[src/dss_pkg.sv]
/*
  Constants, types and helper functions for the drum search and transfer
  sequencer. Assumes a single 100 MHz clock domain and that every user of
  these names refers to them as dss_pkg::name.
*/
// What this block does
// - buffer word: low half first, high half last
// - continuous write fills drum until buffer or drum ends
// - continuous read fills buffer until full or file end
// - locate compares words, reports matching drum address
// - search read starts reading at the matching word
// - bounded find stops at end-of-block, reports find address
// - all-ones word ends block; report following word
// - bounded find-and-fetch reads block from matching word
// - bounded find-and-fetch reports overflow address at end-of-block
// - bounded fetch reads to end-of-block, returns buffer word
// - locate operations need no buffer word
// - status code sits in result bits 0 to 5
// - count in upper 15 bits, address upper 23
// - codes 02, 03, 04 for search and fill endings
// - bad operation or inverted buffer word gives code 16
package dss_pkg;

  // ==========================================================
  // widths
  localparam int WORD_W  = 30;
  localparam int MADDR_W = 15;
  localparam int DADDR_W = 23;
  localparam int CODE_W  = 6;
  localparam int CNT_W   = 15;
  localparam int OP_W    = 3;
  localparam int RADDR_W = 4;
  localparam int RDATA_W = 32;

  // ==========================================================
  // result word layout
  localparam int RES_CNT_LSB  = 15;
  localparam int RES_ADDR_LSB = 7;

  // ==========================================================
  // status codes in hex; bad parameter 0E is octal 16
  localparam logic [CODE_W-1:0] CODE_OK         = 6'h01;
  localparam logic [CODE_W-1:0] CODE_EOF_NOFIND = 6'h02;
  localparam logic [CODE_W-1:0] CODE_EOB_NOFIND = 6'h03;
  localparam logic [CODE_W-1:0] CODE_BUF_FULL   = 6'h04;
  localparam logic [CODE_W-1:0] CODE_EOF_SHORT  = 6'h05;
  localparam logic [CODE_W-1:0] CODE_BAD_PARAM  = 6'h0E;

  // ==========================================================
  // operation codes
  typedef enum logic [OP_W-1:0] {
    OP_CONT_WRITE                = 3'h0,
    OP_CONT_READ                 = 3'h1,
    OP_LOCATE                    = 3'h2,
    OP_SEARCH_READ               = 3'h3,
    OP_BOUNDED_FIND_OP           = 3'h4,
    OP_BOUNDED_FIND_AND_FETCH_OP = 3'h5,
    OP_BOUNDED_FETCH_OP          = 3'h6,
    OP_ILLEGAL                   = 3'h7
  } dss_op_type;

  // ==========================================================
  // register map (byte addresses)
  localparam logic [RADDR_W-1:0] REG_IRQ_STATUS = 4'h0;
  localparam logic [RADDR_W-1:0] REG_IRQ_MASK   = 4'h4;
  localparam logic [RADDR_W-1:0] REG_DRUM_LAST  = 4'h8;
  localparam logic [RADDR_W-1:0] REG_RESULT     = 4'hC;
  localparam int IRQ_W        = 2;
  localparam int IRQ_DONE_BIT = 0;
  localparam int IRQ_ERR_BIT  = 1;
  localparam logic [DADDR_W-1:0] DRUM_LAST_RST = 23'h7FFFFF;
  localparam logic [WORD_W-1:0]  EOB_WORD      = 30'h3FFFFFFF;

  // ==========================================================
  // carriers
  typedef struct packed {
    dss_op_type         op;
    logic [WORD_W-1:0]  bcw;
    logic [DADDR_W-1:0] drum_addr;
    logic [WORD_W-1:0]  ident;
  } dss_req_type;

  typedef struct packed {
    logic [MADDR_W-1:0] last;
    logic [MADDR_W-1:0] first;
  } dss_bcw_type;

  // ==========================================================
  // operation decoding
  function automatic logic op_searches(input dss_op_type op);
    return op == OP_LOCATE || op == OP_SEARCH_READ ||
           op == OP_BOUNDED_FIND_OP || op == OP_BOUNDED_FIND_AND_FETCH_OP;
  endfunction

  function automatic logic op_bounded(input dss_op_type op);
    return op == OP_BOUNDED_FIND_OP || op == OP_BOUNDED_FIND_AND_FETCH_OP ||
           op == OP_BOUNDED_FETCH_OP;
  endfunction

  function automatic logic op_moves_data(input dss_op_type op);
    return op != OP_LOCATE && op != OP_BOUNDED_FIND_OP;
  endfunction

  // result word builders
  function automatic logic [WORD_W-1:0] res_addr(input logic [CODE_W-1:0]  code,
                                                   input logic [DADDR_W-1:0] addr);
    return {addr, {(RES_ADDR_LSB-CODE_W){1'b0}}, code};
  endfunction

  function automatic logic [WORD_W-1:0] res_count(input logic [CODE_W-1:0] code,
                                                    input logic [CNT_W-1:0]  cnt);
    return {cnt, {(RES_CNT_LSB-CODE_W){1'b0}}, code};
  endfunction

endpackage

[src/dss_word_cmp.sv]
/*
  Drum word classifier: exact identifier match and end-of-block detection.
  Purely combinational; assumes the word is stable for the cycle it is used.
*/
module dss_word_cmp (
  input  wire logic [dss_pkg::WORD_W-1:0] word,
  input  wire logic [dss_pkg::WORD_W-1:0] ident,
  output wire logic                       match,
  output wire logic                       eob
);

  // ==========================================================
  // classification
  assign match = (word == ident);
  assign eob   = (word == dss_pkg::EOB_WORD);

endmodule

[src/dss_sequencer.sv]
/*
  Drum search and transfer sequencer: takes one request, walks the drum
  word by word, moves data to or from the memory buffer and hands back a
  result word. Assumes drum and memory reads answer in the following cycle
  and writes complete in the cycle of the strobe.
*/
// Decided for this implementation: the placing of the registers and the strobed register port.
module dss_sequencer (
  input  wire logic                          clk,
  input  wire logic                          rst_n,
  // request side
  input  wire logic                          req_valid,
  input  wire dss_pkg::dss_req_type          req,
  output wire logic                          busy,
  output wire logic                          done,
  output      logic [dss_pkg::WORD_W-1:0]    result,
  output wire logic                          bcw_wr,
  output wire logic [dss_pkg::WORD_W-1:0]    bcw_out,
  // memory buffer side
  output wire logic                          mem_rd,
  output wire logic                          mem_wr,
  output wire logic [dss_pkg::MADDR_W-1:0]   mem_addr,
  output wire logic [dss_pkg::WORD_W-1:0]    mem_wdata,
  input  wire logic [dss_pkg::WORD_W-1:0]    mem_rdata,
  // drum side
  output wire logic                          drum_rd,
  output wire logic                          drum_wr,
  output wire logic [dss_pkg::DADDR_W-1:0]   drum_addr,
  output wire logic [dss_pkg::WORD_W-1:0]    drum_wdata,
  input  wire logic [dss_pkg::WORD_W-1:0]    drum_rdata,
  // register port
  input  wire logic [dss_pkg::RADDR_W-1:0]   reg_addr,
  input  wire logic [dss_pkg::RDATA_W-1:0]   reg_wdata,
  input  wire logic                          reg_wr,
  input  wire logic                          reg_rd,
  output      logic [dss_pkg::RDATA_W-1:0]   reg_rdata,
  output wire logic                          irq
);

  typedef enum logic [3:0] {
    ST_IDLE  = 4'h0,
    ST_CHECK = 4'h1,
    ST_DRD   = 4'h2,
    ST_DCHK  = 4'h3,
    ST_MWR   = 4'h4,
    ST_MRD   = 4'h5,
    ST_MLAT  = 4'h6,
    ST_DWR   = 4'h7,
    ST_BCW   = 4'h8,
    ST_OVF   = 4'h9,
    ST_OCHK  = 4'hA,
    ST_FIN   = 4'hB
  } dss_state_type;

  dss_state_type                state_ff,   nxt_state;
  dss_pkg::dss_op_type          op_ff;
  logic [dss_pkg::WORD_W-1:0]   ident_ff;
  logic [dss_pkg::MADDR_W-1:0]  last_ff;
  logic [dss_pkg::MADDR_W-1:0]  mptr_ff,    nxt_mptr;
  logic [dss_pkg::DADDR_W:0]    dptr_ff,    nxt_dptr;
  logic [dss_pkg::CNT_W-1:0]    cnt_ff,     nxt_cnt;
  logic [dss_pkg::WORD_W-1:0]   data_ff,    nxt_data;
  logic [dss_pkg::WORD_W-1:0]   result_ff,  nxt_result;
  logic                         xfer_ff,    nxt_xfer;
  logic [dss_pkg::DADDR_W-1:0]  dlast_ff;
  logic [dss_pkg::IRQ_W-1:0]    istat_ff;
  logic [dss_pkg::IRQ_W-1:0]    imask_ff;

  // ==========================================================
  // decoding
  dss_pkg::dss_bcw_type         req_bcw;
  wire logic                    at_eof;
  wire logic                    buf_last;
  wire logic                    word_match;
  wire logic                    word_eob;
  wire logic                    bounded;
  wire logic                    bad_req;
  wire logic [dss_pkg::CNT_W-1:0]   cnt_inc;
  wire logic [dss_pkg::DADDR_W:0]   dptr_inc;
  wire logic [dss_pkg::MADDR_W-1:0] mptr_inc;
  wire logic                    sel_stat;
  wire logic                    sel_mask;
  wire logic                    sel_last;
  wire logic                    sel_res;

  assign req_bcw  = req.bcw;
  assign at_eof   = dptr_ff > {1'b0, dlast_ff};
  assign buf_last = mptr_ff == last_ff;
  assign bounded  = dss_pkg::op_bounded(op_ff);
  assign cnt_inc  = cnt_ff + 15'h0001;
  assign dptr_inc = dptr_ff + 24'h000001;
  assign mptr_inc = mptr_ff + 15'h0001;
  // locate operations skip the buffer check entirely
  assign bad_req  = op_ff == dss_pkg::OP_ILLEGAL ||
                    (dss_pkg::op_moves_data(op_ff) && mptr_ff > last_ff);

  dss_word_cmp u_cmp (
    .word  (drum_rdata),
    .ident (ident_ff),
    .match (word_match),
    .eob   (word_eob)
  );

  // ==========================================================
  // port drive
  assign busy       = state_ff != ST_IDLE &&
                      state_ff != ST_FIN;
  assign done       = state_ff == ST_FIN;
  assign result     = result_ff;
  assign drum_rd    = state_ff == ST_DRD || state_ff == ST_OVF;
  assign drum_wr    = state_ff == ST_DWR;
  assign drum_addr  = dptr_ff[dss_pkg::DADDR_W-1:0];
  assign drum_wdata = data_ff;
  assign mem_rd     = state_ff == ST_MRD;
  assign mem_wr     = state_ff == ST_MWR;
  assign mem_addr   = mptr_ff;
  assign mem_wdata  = data_ff;
  assign bcw_wr     = state_ff == ST_BCW;
  assign bcw_out    = {last_ff, mptr_ff};

  // ==========================================================
  // sequencing
  always_comb begin
    nxt_state  = state_ff;
    nxt_mptr   = mptr_ff;
    nxt_dptr   = dptr_ff;
    nxt_cnt    = cnt_ff;
    nxt_data   = data_ff;
    nxt_result = result_ff;
    nxt_xfer   = xfer_ff;
    case (state_ff)
      ST_IDLE: begin
        if (req_valid) begin
          nxt_state = ST_CHECK;
          nxt_mptr  = req_bcw.first;
          nxt_dptr  = {1'b0, req.drum_addr};
          nxt_cnt   = '0;
          nxt_xfer  = !dss_pkg::op_searches(req.op);
        end
      end
      ST_CHECK: begin
        if (bad_req) begin
          nxt_result = dss_pkg::res_addr(dss_pkg::CODE_BAD_PARAM, '0);
          nxt_state  = ST_FIN;
        end else if (op_ff == dss_pkg::OP_CONT_WRITE) begin
          nxt_state = ST_MRD;
        end else begin
          nxt_state = ST_DRD;
        end
      end
      ST_DRD: begin
        if (at_eof) begin
          nxt_state = ST_FIN;
          if (xfer_ff)
            nxt_result = dss_pkg::res_count(dss_pkg::CODE_EOF_SHORT, cnt_ff);
          else
            nxt_result = dss_pkg::res_addr(dss_pkg::CODE_EOF_NOFIND, '0);
        end else begin
          nxt_state = ST_DCHK;
        end
      end
      ST_DCHK: begin
        nxt_data = drum_rdata;
        if (bounded && word_eob) begin
          // end-of-block: next word carries the overflow address
          nxt_dptr  = dptr_inc;
          nxt_state = xfer_ff ? ST_BCW : ST_OVF;
        end else if (!xfer_ff && !word_match) begin
          nxt_dptr  = dptr_inc;
          nxt_state = ST_DRD;
        end else if (!xfer_ff && !dss_pkg::op_moves_data(op_ff)) begin
          nxt_result = dss_pkg::res_addr(dss_pkg::CODE_OK,
                                         dptr_ff[dss_pkg::DADDR_W-1:0]);
          nxt_state  = ST_FIN;
        end else begin
          nxt_xfer  = 1'b1;
          nxt_state = ST_MWR;
        end
      end
      ST_MWR: begin
        nxt_cnt = cnt_inc;
        if (buf_last) begin
          nxt_state = ST_FIN;
          if (bounded)
            nxt_result = dss_pkg::res_addr(dss_pkg::CODE_BUF_FULL, '0);
          else
            nxt_result = dss_pkg::res_count(dss_pkg::CODE_OK, cnt_inc);
        end else begin
          nxt_mptr  = mptr_inc;
          nxt_dptr  = dptr_inc;
          nxt_state = ST_DRD;
        end
      end
      ST_MRD: begin
        if (at_eof) begin
          nxt_result = dss_pkg::res_count(dss_pkg::CODE_EOF_SHORT, cnt_ff);
          nxt_state  = ST_FIN;
        end else begin
          nxt_state = ST_MLAT;
        end
      end
      ST_MLAT: begin
        nxt_data  = mem_rdata;
        nxt_state = ST_DWR;
      end
      ST_DWR: begin
        nxt_cnt = cnt_inc;
        if (buf_last) begin
          nxt_result = dss_pkg::res_count(dss_pkg::CODE_OK, cnt_inc);
          nxt_state  = ST_FIN;
        end else begin
          nxt_mptr  = mptr_inc;
          nxt_dptr  = dptr_inc;
          nxt_state = ST_MRD;
        end
      end
      ST_BCW: begin
        nxt_state = ST_OVF;
      end
      ST_OVF: begin
        nxt_state = ST_OCHK;
      end
      ST_OCHK: begin
        nxt_state  = ST_FIN;
        nxt_result = dss_pkg::res_addr(xfer_ff ? dss_pkg::CODE_OK : dss_pkg::CODE_EOB_NOFIND,
                                       drum_rdata[dss_pkg::DADDR_W-1:0]);
      end
      ST_FIN: begin
        nxt_state = ST_IDLE;
      end
      default: begin
        nxt_state = ST_IDLE;
      end
    endcase
  end

  // ==========================================================
  // sequencer registers
  always_ff @(posedge clk) begin
    if (!rst_n) begin
      state_ff  <= ST_IDLE;
      mptr_ff   <= '0;
      dptr_ff   <= '0;
      cnt_ff    <= '0;
      data_ff   <= '0;
      result_ff <= '0;
      xfer_ff   <= 1'b0;
    end else begin
      state_ff  <= nxt_state;
      mptr_ff   <= nxt_mptr;
      dptr_ff   <= nxt_dptr;
      cnt_ff    <= nxt_cnt;
      data_ff   <= nxt_data;
      result_ff <= nxt_result;
      xfer_ff   <= nxt_xfer;
    end
  end

  // request capture, only while idle
  always_ff @(posedge clk) begin
    if (!rst_n) begin
      op_ff    <= dss_pkg::OP_CONT_WRITE;
      ident_ff <= '0;
      last_ff  <= '0;
    end else if (state_ff == ST_IDLE && req_valid) begin
      op_ff    <= req.op;
      ident_ff <= req.ident;
      last_ff  <= req_bcw.last;
    end
  end

  // ==========================================================
  // register port and interrupt
  wire logic [dss_pkg::IRQ_W-1:0] irq_set;
  wire logic [dss_pkg::IRQ_W-1:0] irq_clr;
  wire logic                      is_err;

  assign sel_stat = reg_addr == dss_pkg::REG_IRQ_STATUS;
  assign sel_mask = reg_addr == dss_pkg::REG_IRQ_MASK;
  assign sel_last = reg_addr == dss_pkg::REG_DRUM_LAST;
  assign sel_res  = reg_addr == dss_pkg::REG_RESULT;
  assign is_err   = result_ff[dss_pkg::CODE_W-1:0] != dss_pkg::CODE_OK;
  assign irq_set  = {done && is_err, done};
  assign irq_clr  = (reg_wr && sel_stat) ? reg_wdata[dss_pkg::IRQ_W-1:0] : '0;
  assign irq      = |(istat_ff & imask_ff);

  always_ff @(posedge clk) begin
    if (!rst_n) begin
      istat_ff <= '0;
      imask_ff <= '0;
      dlast_ff <= dss_pkg::DRUM_LAST_RST;
    end else begin
      istat_ff <= (istat_ff & ~irq_clr) | irq_set;
      if (reg_wr && sel_mask)
        imask_ff <= reg_wdata[dss_pkg::IRQ_W-1:0];
      if (reg_wr && sel_last && !busy)
        dlast_ff <= reg_wdata[dss_pkg::DADDR_W-1:0];
    end
  end

  always_ff @(posedge clk) begin
    if (!rst_n)
      reg_rdata <= '0;
    else if (reg_rd) begin
      reg_rdata <= '0;
      if (sel_stat)
        reg_rdata <= {{(dss_pkg::RDATA_W-dss_pkg::IRQ_W){1'b0}}, istat_ff};
      if (sel_mask)
        reg_rdata <= {{(dss_pkg::RDATA_W-dss_pkg::IRQ_W){1'b0}}, imask_ff};
      if (sel_last)
        reg_rdata <= {{(dss_pkg::RDATA_W-dss_pkg::DADDR_W){1'b0}}, dlast_ff};
      if (sel_res)
        reg_rdata <= {{(dss_pkg::RDATA_W-dss_pkg::WORD_W){1'b0}}, result_ff};
    end else
      reg_rdata <= '0;
  end

endmodule

[config.mk]
export PLATFORM = sky130hd
export DESIGN_NAME = dss_sequencer
export DESIGN_NICKNAME = d
export VERILOG_FILES = /design/src/dss_pkg.sv /design/src/dss_word_cmp.sv /design/src/dss_sequencer.sv
export SDC_FILE = /design/constraint.sdc
export NUM_CORES = 1
export LEC_CHECK = 0
export BUFFER_PORTS_ARGS = -buffer_cell sky130_fd_sc_hd__buf_2
export CAP_MARGIN = 20
export CORE_MARGIN = 8
export CORE_UTILIZATION = 47
export CTS_CLUSTER_DIAMETER = 80
export DETAILED_ROUTE_END_ITERATION = 7
export PLACE_DENSITY = 0.78
export SETUP_SLACK_MARGIN = 0.1
export SLEW_MARGIN = 20
export SYNTH_ARGS = -nofsm -noshare
export SYNTH_HDL_FRONTEND = slang
export SYNTH_SLANG_ARGS = --single-unit
[constraint.sdc]
create_clock -name clk -period 2.86 [get_ports clk]
set_clock_uncertainty 0.2 [all_clocks]
set_input_delay 0.286 -clock clk [delete_from_list [all_inputs] [get_ports clk]]
set_output_delay 0.286 -clock clk [all_outputs]
set_load 0.02 [all_outputs]
# == Yosys cells after proc, flatten, opt, wreduce, memory -nomap -nowiden ==
# Cells that the tools add are included.
# totals
reg_bits,226
output_inout_bits,198
word_cells,154
# op_classes
n_addsub,3
order_cmp,2
eq_ne,41
n_mux,45
n_bitwise,6
reduce_logical,42
# op_table
op,n
30-bit 2-to-1 mux,13
30-bit case mux with 7 select lines,1
24-bit 2-to-1 mux,4
24-bit case mux with 3 select lines,1
15-bit case mux with 2 select lines,2
30-bit case mux with 2 select lines,1
15-bit 2-to-1 mux,3
4-bit case mux with 11 select lines,1
4-bit 2-to-1 mux,9
"15-bit by 1-bit adder with 15-bit output, second input constant",2
30-bit == test,1
"30-bit == test, second input constant",1
"24-bit by 1-bit adder with 24-bit output, second input constant",1
"4-bit == test, second input constant",6
24-bit by 23-bit > comparator with 1-bit output,1
"4-bit by 3-bit == test with 1-bit output, second input constant",5
"3-bit == test, second input constant",6
"2-bit != test, second input constant",8
15-bit == test,1
15-bit > comparator,1
1-bit logical AND,12
9-bit AND reduction,1
"4-bit by 2-bit == test with 1-bit output, second input constant",2
4-bit zero test,2
28 further kinds,54

# == Logic depth before layout (Yosys ltp) ==
# depth
depth_word,8
ltp_mapped,13

# == Hierarchy ==
# From an unflattened synthesis, not the netlist that was laid out.
# unflattened
cells_unflattened,1539
hier_area_um2,12172.9
# by_module_without_submodules
mod,instances,cells_per_inst,area_each_um2,seq_area_each_um2
dss_sequencer,1,1489,11771.3,4424.2
dss_word_cmp,1,50,401.6,0.0

# == Worst setup path after synthesis ==
# No wires, ideal clock.
# synth_timing
path_kind,register to register
startpoint,register last_ff[13] (netlist bit)
endpoint,"register result_ff, in the netlist result[3]"
setup_ns,0.115
t_arrival_ns,2.569
required_ns,2.545
setup_slack_ns,-0.024
stages_incl_launch_ff,13
n_path_buf,2
synth_period_minus_slack_ns,2.884
path_cell_list,dfxtp_1 > inv_1 > ha_1 > nand4_2 > or4_1 > buf_2 > o211ai_2 > o211ai_1 > a21oi_1 > a211oi_2 > buf_6 > and4_1 > a31o_1
# synth_between
elab_chain_len,5
word_cells_on_any_way,8
cone_classes,order compare (1); eq/ne (4); reduce/logical (3)
# synth_lines
item,line,text
from (decl),dss_sequencer.sv:58,logic [dss_pkg::MADDR_W-1:0] last_ff;
from (signal assigned),dss_sequencer.sv:268,last_ff <= req_bcw.last;
15-bit > comparator,dss_sequencer.sv:95,(dss_pkg::op_moves_data(op_ff) && mptr_ff > last_ff);
1-bit logical AND,dss_sequencer.sv:95,
1-bit logical OR,dss_sequencer.sv:94,assign bad_req = op_ff == dss_pkg::OP_ILLEGAL ||
2-bit != test (no source line),--,
9-bit AND reduction (no source line) (*),--,
to (signal assigned),dss_sequencer.sv:254,result_ff <= nxt_result;
to (decl),dss_sequencer.sv:63,"logic [dss_pkg::WORD_W-1:0] result_ff, nxt_result;"
# Every way passes the cells marked *; elsewhere a longest branch is shown, timed or not.
# A chain may end at the register's enable or synchronous reset.

# == Worst setup path after layout ==
# layout_timing
startpoint,register last_ff[3] (netlist bit)
endpoint,"register result_ff, in the netlist result[12]"
# The elaborated chain is that of the path after synthesis.

==> impl_metrics.json <==
{
  "cap_violations": 0,
  "synth_edf_count": 0,
  "cts_buffers": 25,
  "status": "complete, but fails checks",
  "required_ps": 3090,
  "port_buffers": 370,
  "dp.cells": 2167,
  "layout_min_cycle_time_ps": 3010,
  "die_area_mm2": 0.0311,
  "p_total_mw": 16.4,
  "clk_path_buf_depth": 3,
  "r2r_start": "last_ff[3]",
  "wl_um": 53600,
  "grt_max_degree": 82,
  "synth_top_family_by_area": "compound AO/OA/AOI/OAI gates",
  "final_cell_mix": "buf_2 (369), nand2_1 (227), dfxtp_1 (191)",
  "gp_congestion": 0.948,
  "grt_pass1_wl_um": 77900,
  "nets": 2270,
  "start_util_pct": 47.9,
  "fin_area_mm2": 0.0178,
  "drive_above_1_share_pct": 35.4,
  "clock_sinks": 221,
  "drtAntennaViolNets": 0,
  "grtUsageTotal_pct": 31.2,
  "yosys.area.top_type": "dfxtp_1",
  "crit_arrival_ps": 3240,
  "final_core_util_pct": 70.4,
  "syn_inst": 1517,
  "setup_slack_ps": -150,
  "synth_cell_types": 75,
  "worstMarginPinSlew_ps": 873,
  "post-place-ws_ps": -183,
  "r2r-end": "result[12]",
  "rr_worst_depth": 13,
  "synthSimpleGateAreaFrac_pct": 19.9,
  "worstHoldStart": "req[59]",
  "whs_endpoint": "mem_addr[6]",
  "synth_ff_type": "dfxtp_1",
  "finalCritPeriodShare_pct": 105,
  "syn_area_mm2": 0.0121,
  "synth_compound_area_share_pct": 24.2,
  "slew_headroom_pct": 41.7,
  "avgSynthCellArea_um2": 7.97,
  "via_per_inst": 6.00,
  "die_h_um": 176,
  "synthAdderAreaFrac_pct": 4.24,
  "hold_class": "in2reg",
  "p_leak_nw": 7.91,
  "fmax_mhz": 332,
  "slew_violations": 0,
  "drtIter0Drc": 1711,
  "io_pins": 385,
  "worstSetupEndpointType": "flop",
  "instances_no_fill": 2395,
  "whs_ps": 15.9,
  "cts_tree": "built",
  "worst-r2r-setup-slack_ps": -150,
  "insertion_delay_ps": 540,
  "antenna_found_initial": 4,
  "vias": 14400,
  "async_reset_ff_share_pct": 0,
  "finalHoldViolations": 0,
  "grt_pass1_vias": 13800,
  "vdd_ir_drop_max_v": 0.000517,
  "min_path_cells": 4,
  "dr.pass1.iters": 5,
  "finalSetupViolCount": 32,
  "dp.final_hpwl_um": 35200,
  "fin_setup_tns_ps": -2550,
  "placed_area_mm2": 0.0145,
  "synth_area_leaders": "dfxtp_1 (37%), a21oi_1 (7.6%), nand2_1 (7.1%)",
  "num_rows": 58,
  "cts_max_level": 1,
  "powerDensity_mw_per_mm2": 924,
  "synth.top_cell.area_share_pct": 36.6,
  "synth_xor_area_share_pct": 2.82,
  "core_area_mm2": 0.0253,
  "drc": 0,
  "path_class": "reg2reg",
  "ys_seq_area_share_pct": 36.6,
  "grt_overflow": 0,
  "layout_commonest_cell": "buf_2",
  "ys_warn_count": 0,
  "clk_pin_slew_ps": 70,
  "violations": "setup timing",
  "cts_root_buf": "clkbuf_16",
  "cp_max_fo": 14,
  "die_w_um": 176,
  "wl_per_cell_um": 22.4,
  "critPathLaunchType": "flop",
  "muxShareOfSynthArea_pct": 2.24,
  "rsz0062_at_grt": "true",
  "synth-seq-cells": 221,
  "syn_to_final_growth_pct": 46.9
}
report_power, final:
group / total, mW / internal (mW) / leakage, nW / switching (mW)
logic: 8.84 / 3.83 / 5.69 / 5.01
clock network: 3.34 / 2.00 / 0.417 / 1.35
registers: 4.23 / 3.68 / 1.81 / 0.555
flip-flops by register name (all words and copies together) (netlist names):
name	flops
last_ff	15
ident_ff	30
op_ff	3
state_ff	4
xfer_ff	1
mem_addr	15
istat_ff	2
reg_rdata	30
result	27
drum_wdata	30
dptr_ff	24
dlast_ff	23
cnt_ff	15
imask_ff	2
Yosys cell counts (8+ instances only):
master	count
a22oi_1	30
dfxtp_1	221
a21oi_1	184
nand2_1	228
nor3_1	33
nor2_1	133
buf_4	77
o211ai_1	30
o21ai_0	38
nand4_1	19
and3_1	27
buf_2	8
ha_1	41
mux2i_1	26
clkbuf_1	80
xor2_1	38
nor4_1	9
a311oi_1	27
nand3_1	44
inv_1	51
a222oi_1	9
critical path, stage by stage, from the launching register on:
cell and delay (ps):
dfxtp_2 330, inv_1 50, ha_1 280, nand4_1 180, buf_4 210, nor4_4 360, a31oi_1 140, nor2_1 150
o32ai_2 110, a211oi_4 260, buf_12 180, buf_12 140, a21oi_1 60, a311oi_1 250
worst max-delay path by stage:
stage | depth (start not counted) | to | start | slack, ps
after detailed placement | 11 | result[17] | last_ff[13] | -180
after floorplan | 12 | result[3] | last_ff[12] | 100
after global routing | 13 | result[15] | last_ff[4] | -230
after global placement | 11 | result[17] | last_ff[12] | -80
final | 13 | result[12] | last_ff[3] | -150
after CTS | 12 | result[9] | dlast_ff[17] | 30
logic make-up (layout without fill, tap and decap cells):
family	Yosys count	count (layout)
AO/OA/AOI/OAI	428	428
XOR/XNOR	39	39
adder cells (fa/ha/maj)	41	41
buffers and inverters	228	767
flip-flops	221	221
multiplexers	27	27
other	1	9
AND/OR/NAND/NOR	532	533
per-layer routing:
metal  vias to the layer above  part of all wire (%)  GRT usage (%)
met5                         -                     0              0
met4                         0                   5.1           13.6
met3                       204                    10           6.24
met2                      1016                    48           53.8
met1                      6743                    37           37.2
li1                       6416                     -              -
what timing repair did:
action                                  in CTS  in global routing
hold endpoints to repair                   136                  0
endpoints found under the setup margin      39                 56
gates cloned                                 2                  8
pin swaps                                    4                 38
hold buffers                               146                  0
gates resized for setup                     41                 78
buffers inserted                             7                 15
area by class of cell:
cell class	instances	area, µm²
Clock buffer	39	758
Multi-Input combinational cell	1073	7070
Sequential cell	221	4470
Clock inverter	7	91.3
Antenna cell	4	10.0
Fill cell	1813	7490
Inverter	53	201
Timing Repair Buffer	668	4760
Tap cell	330	413
(Power assumes the default switching activity.)
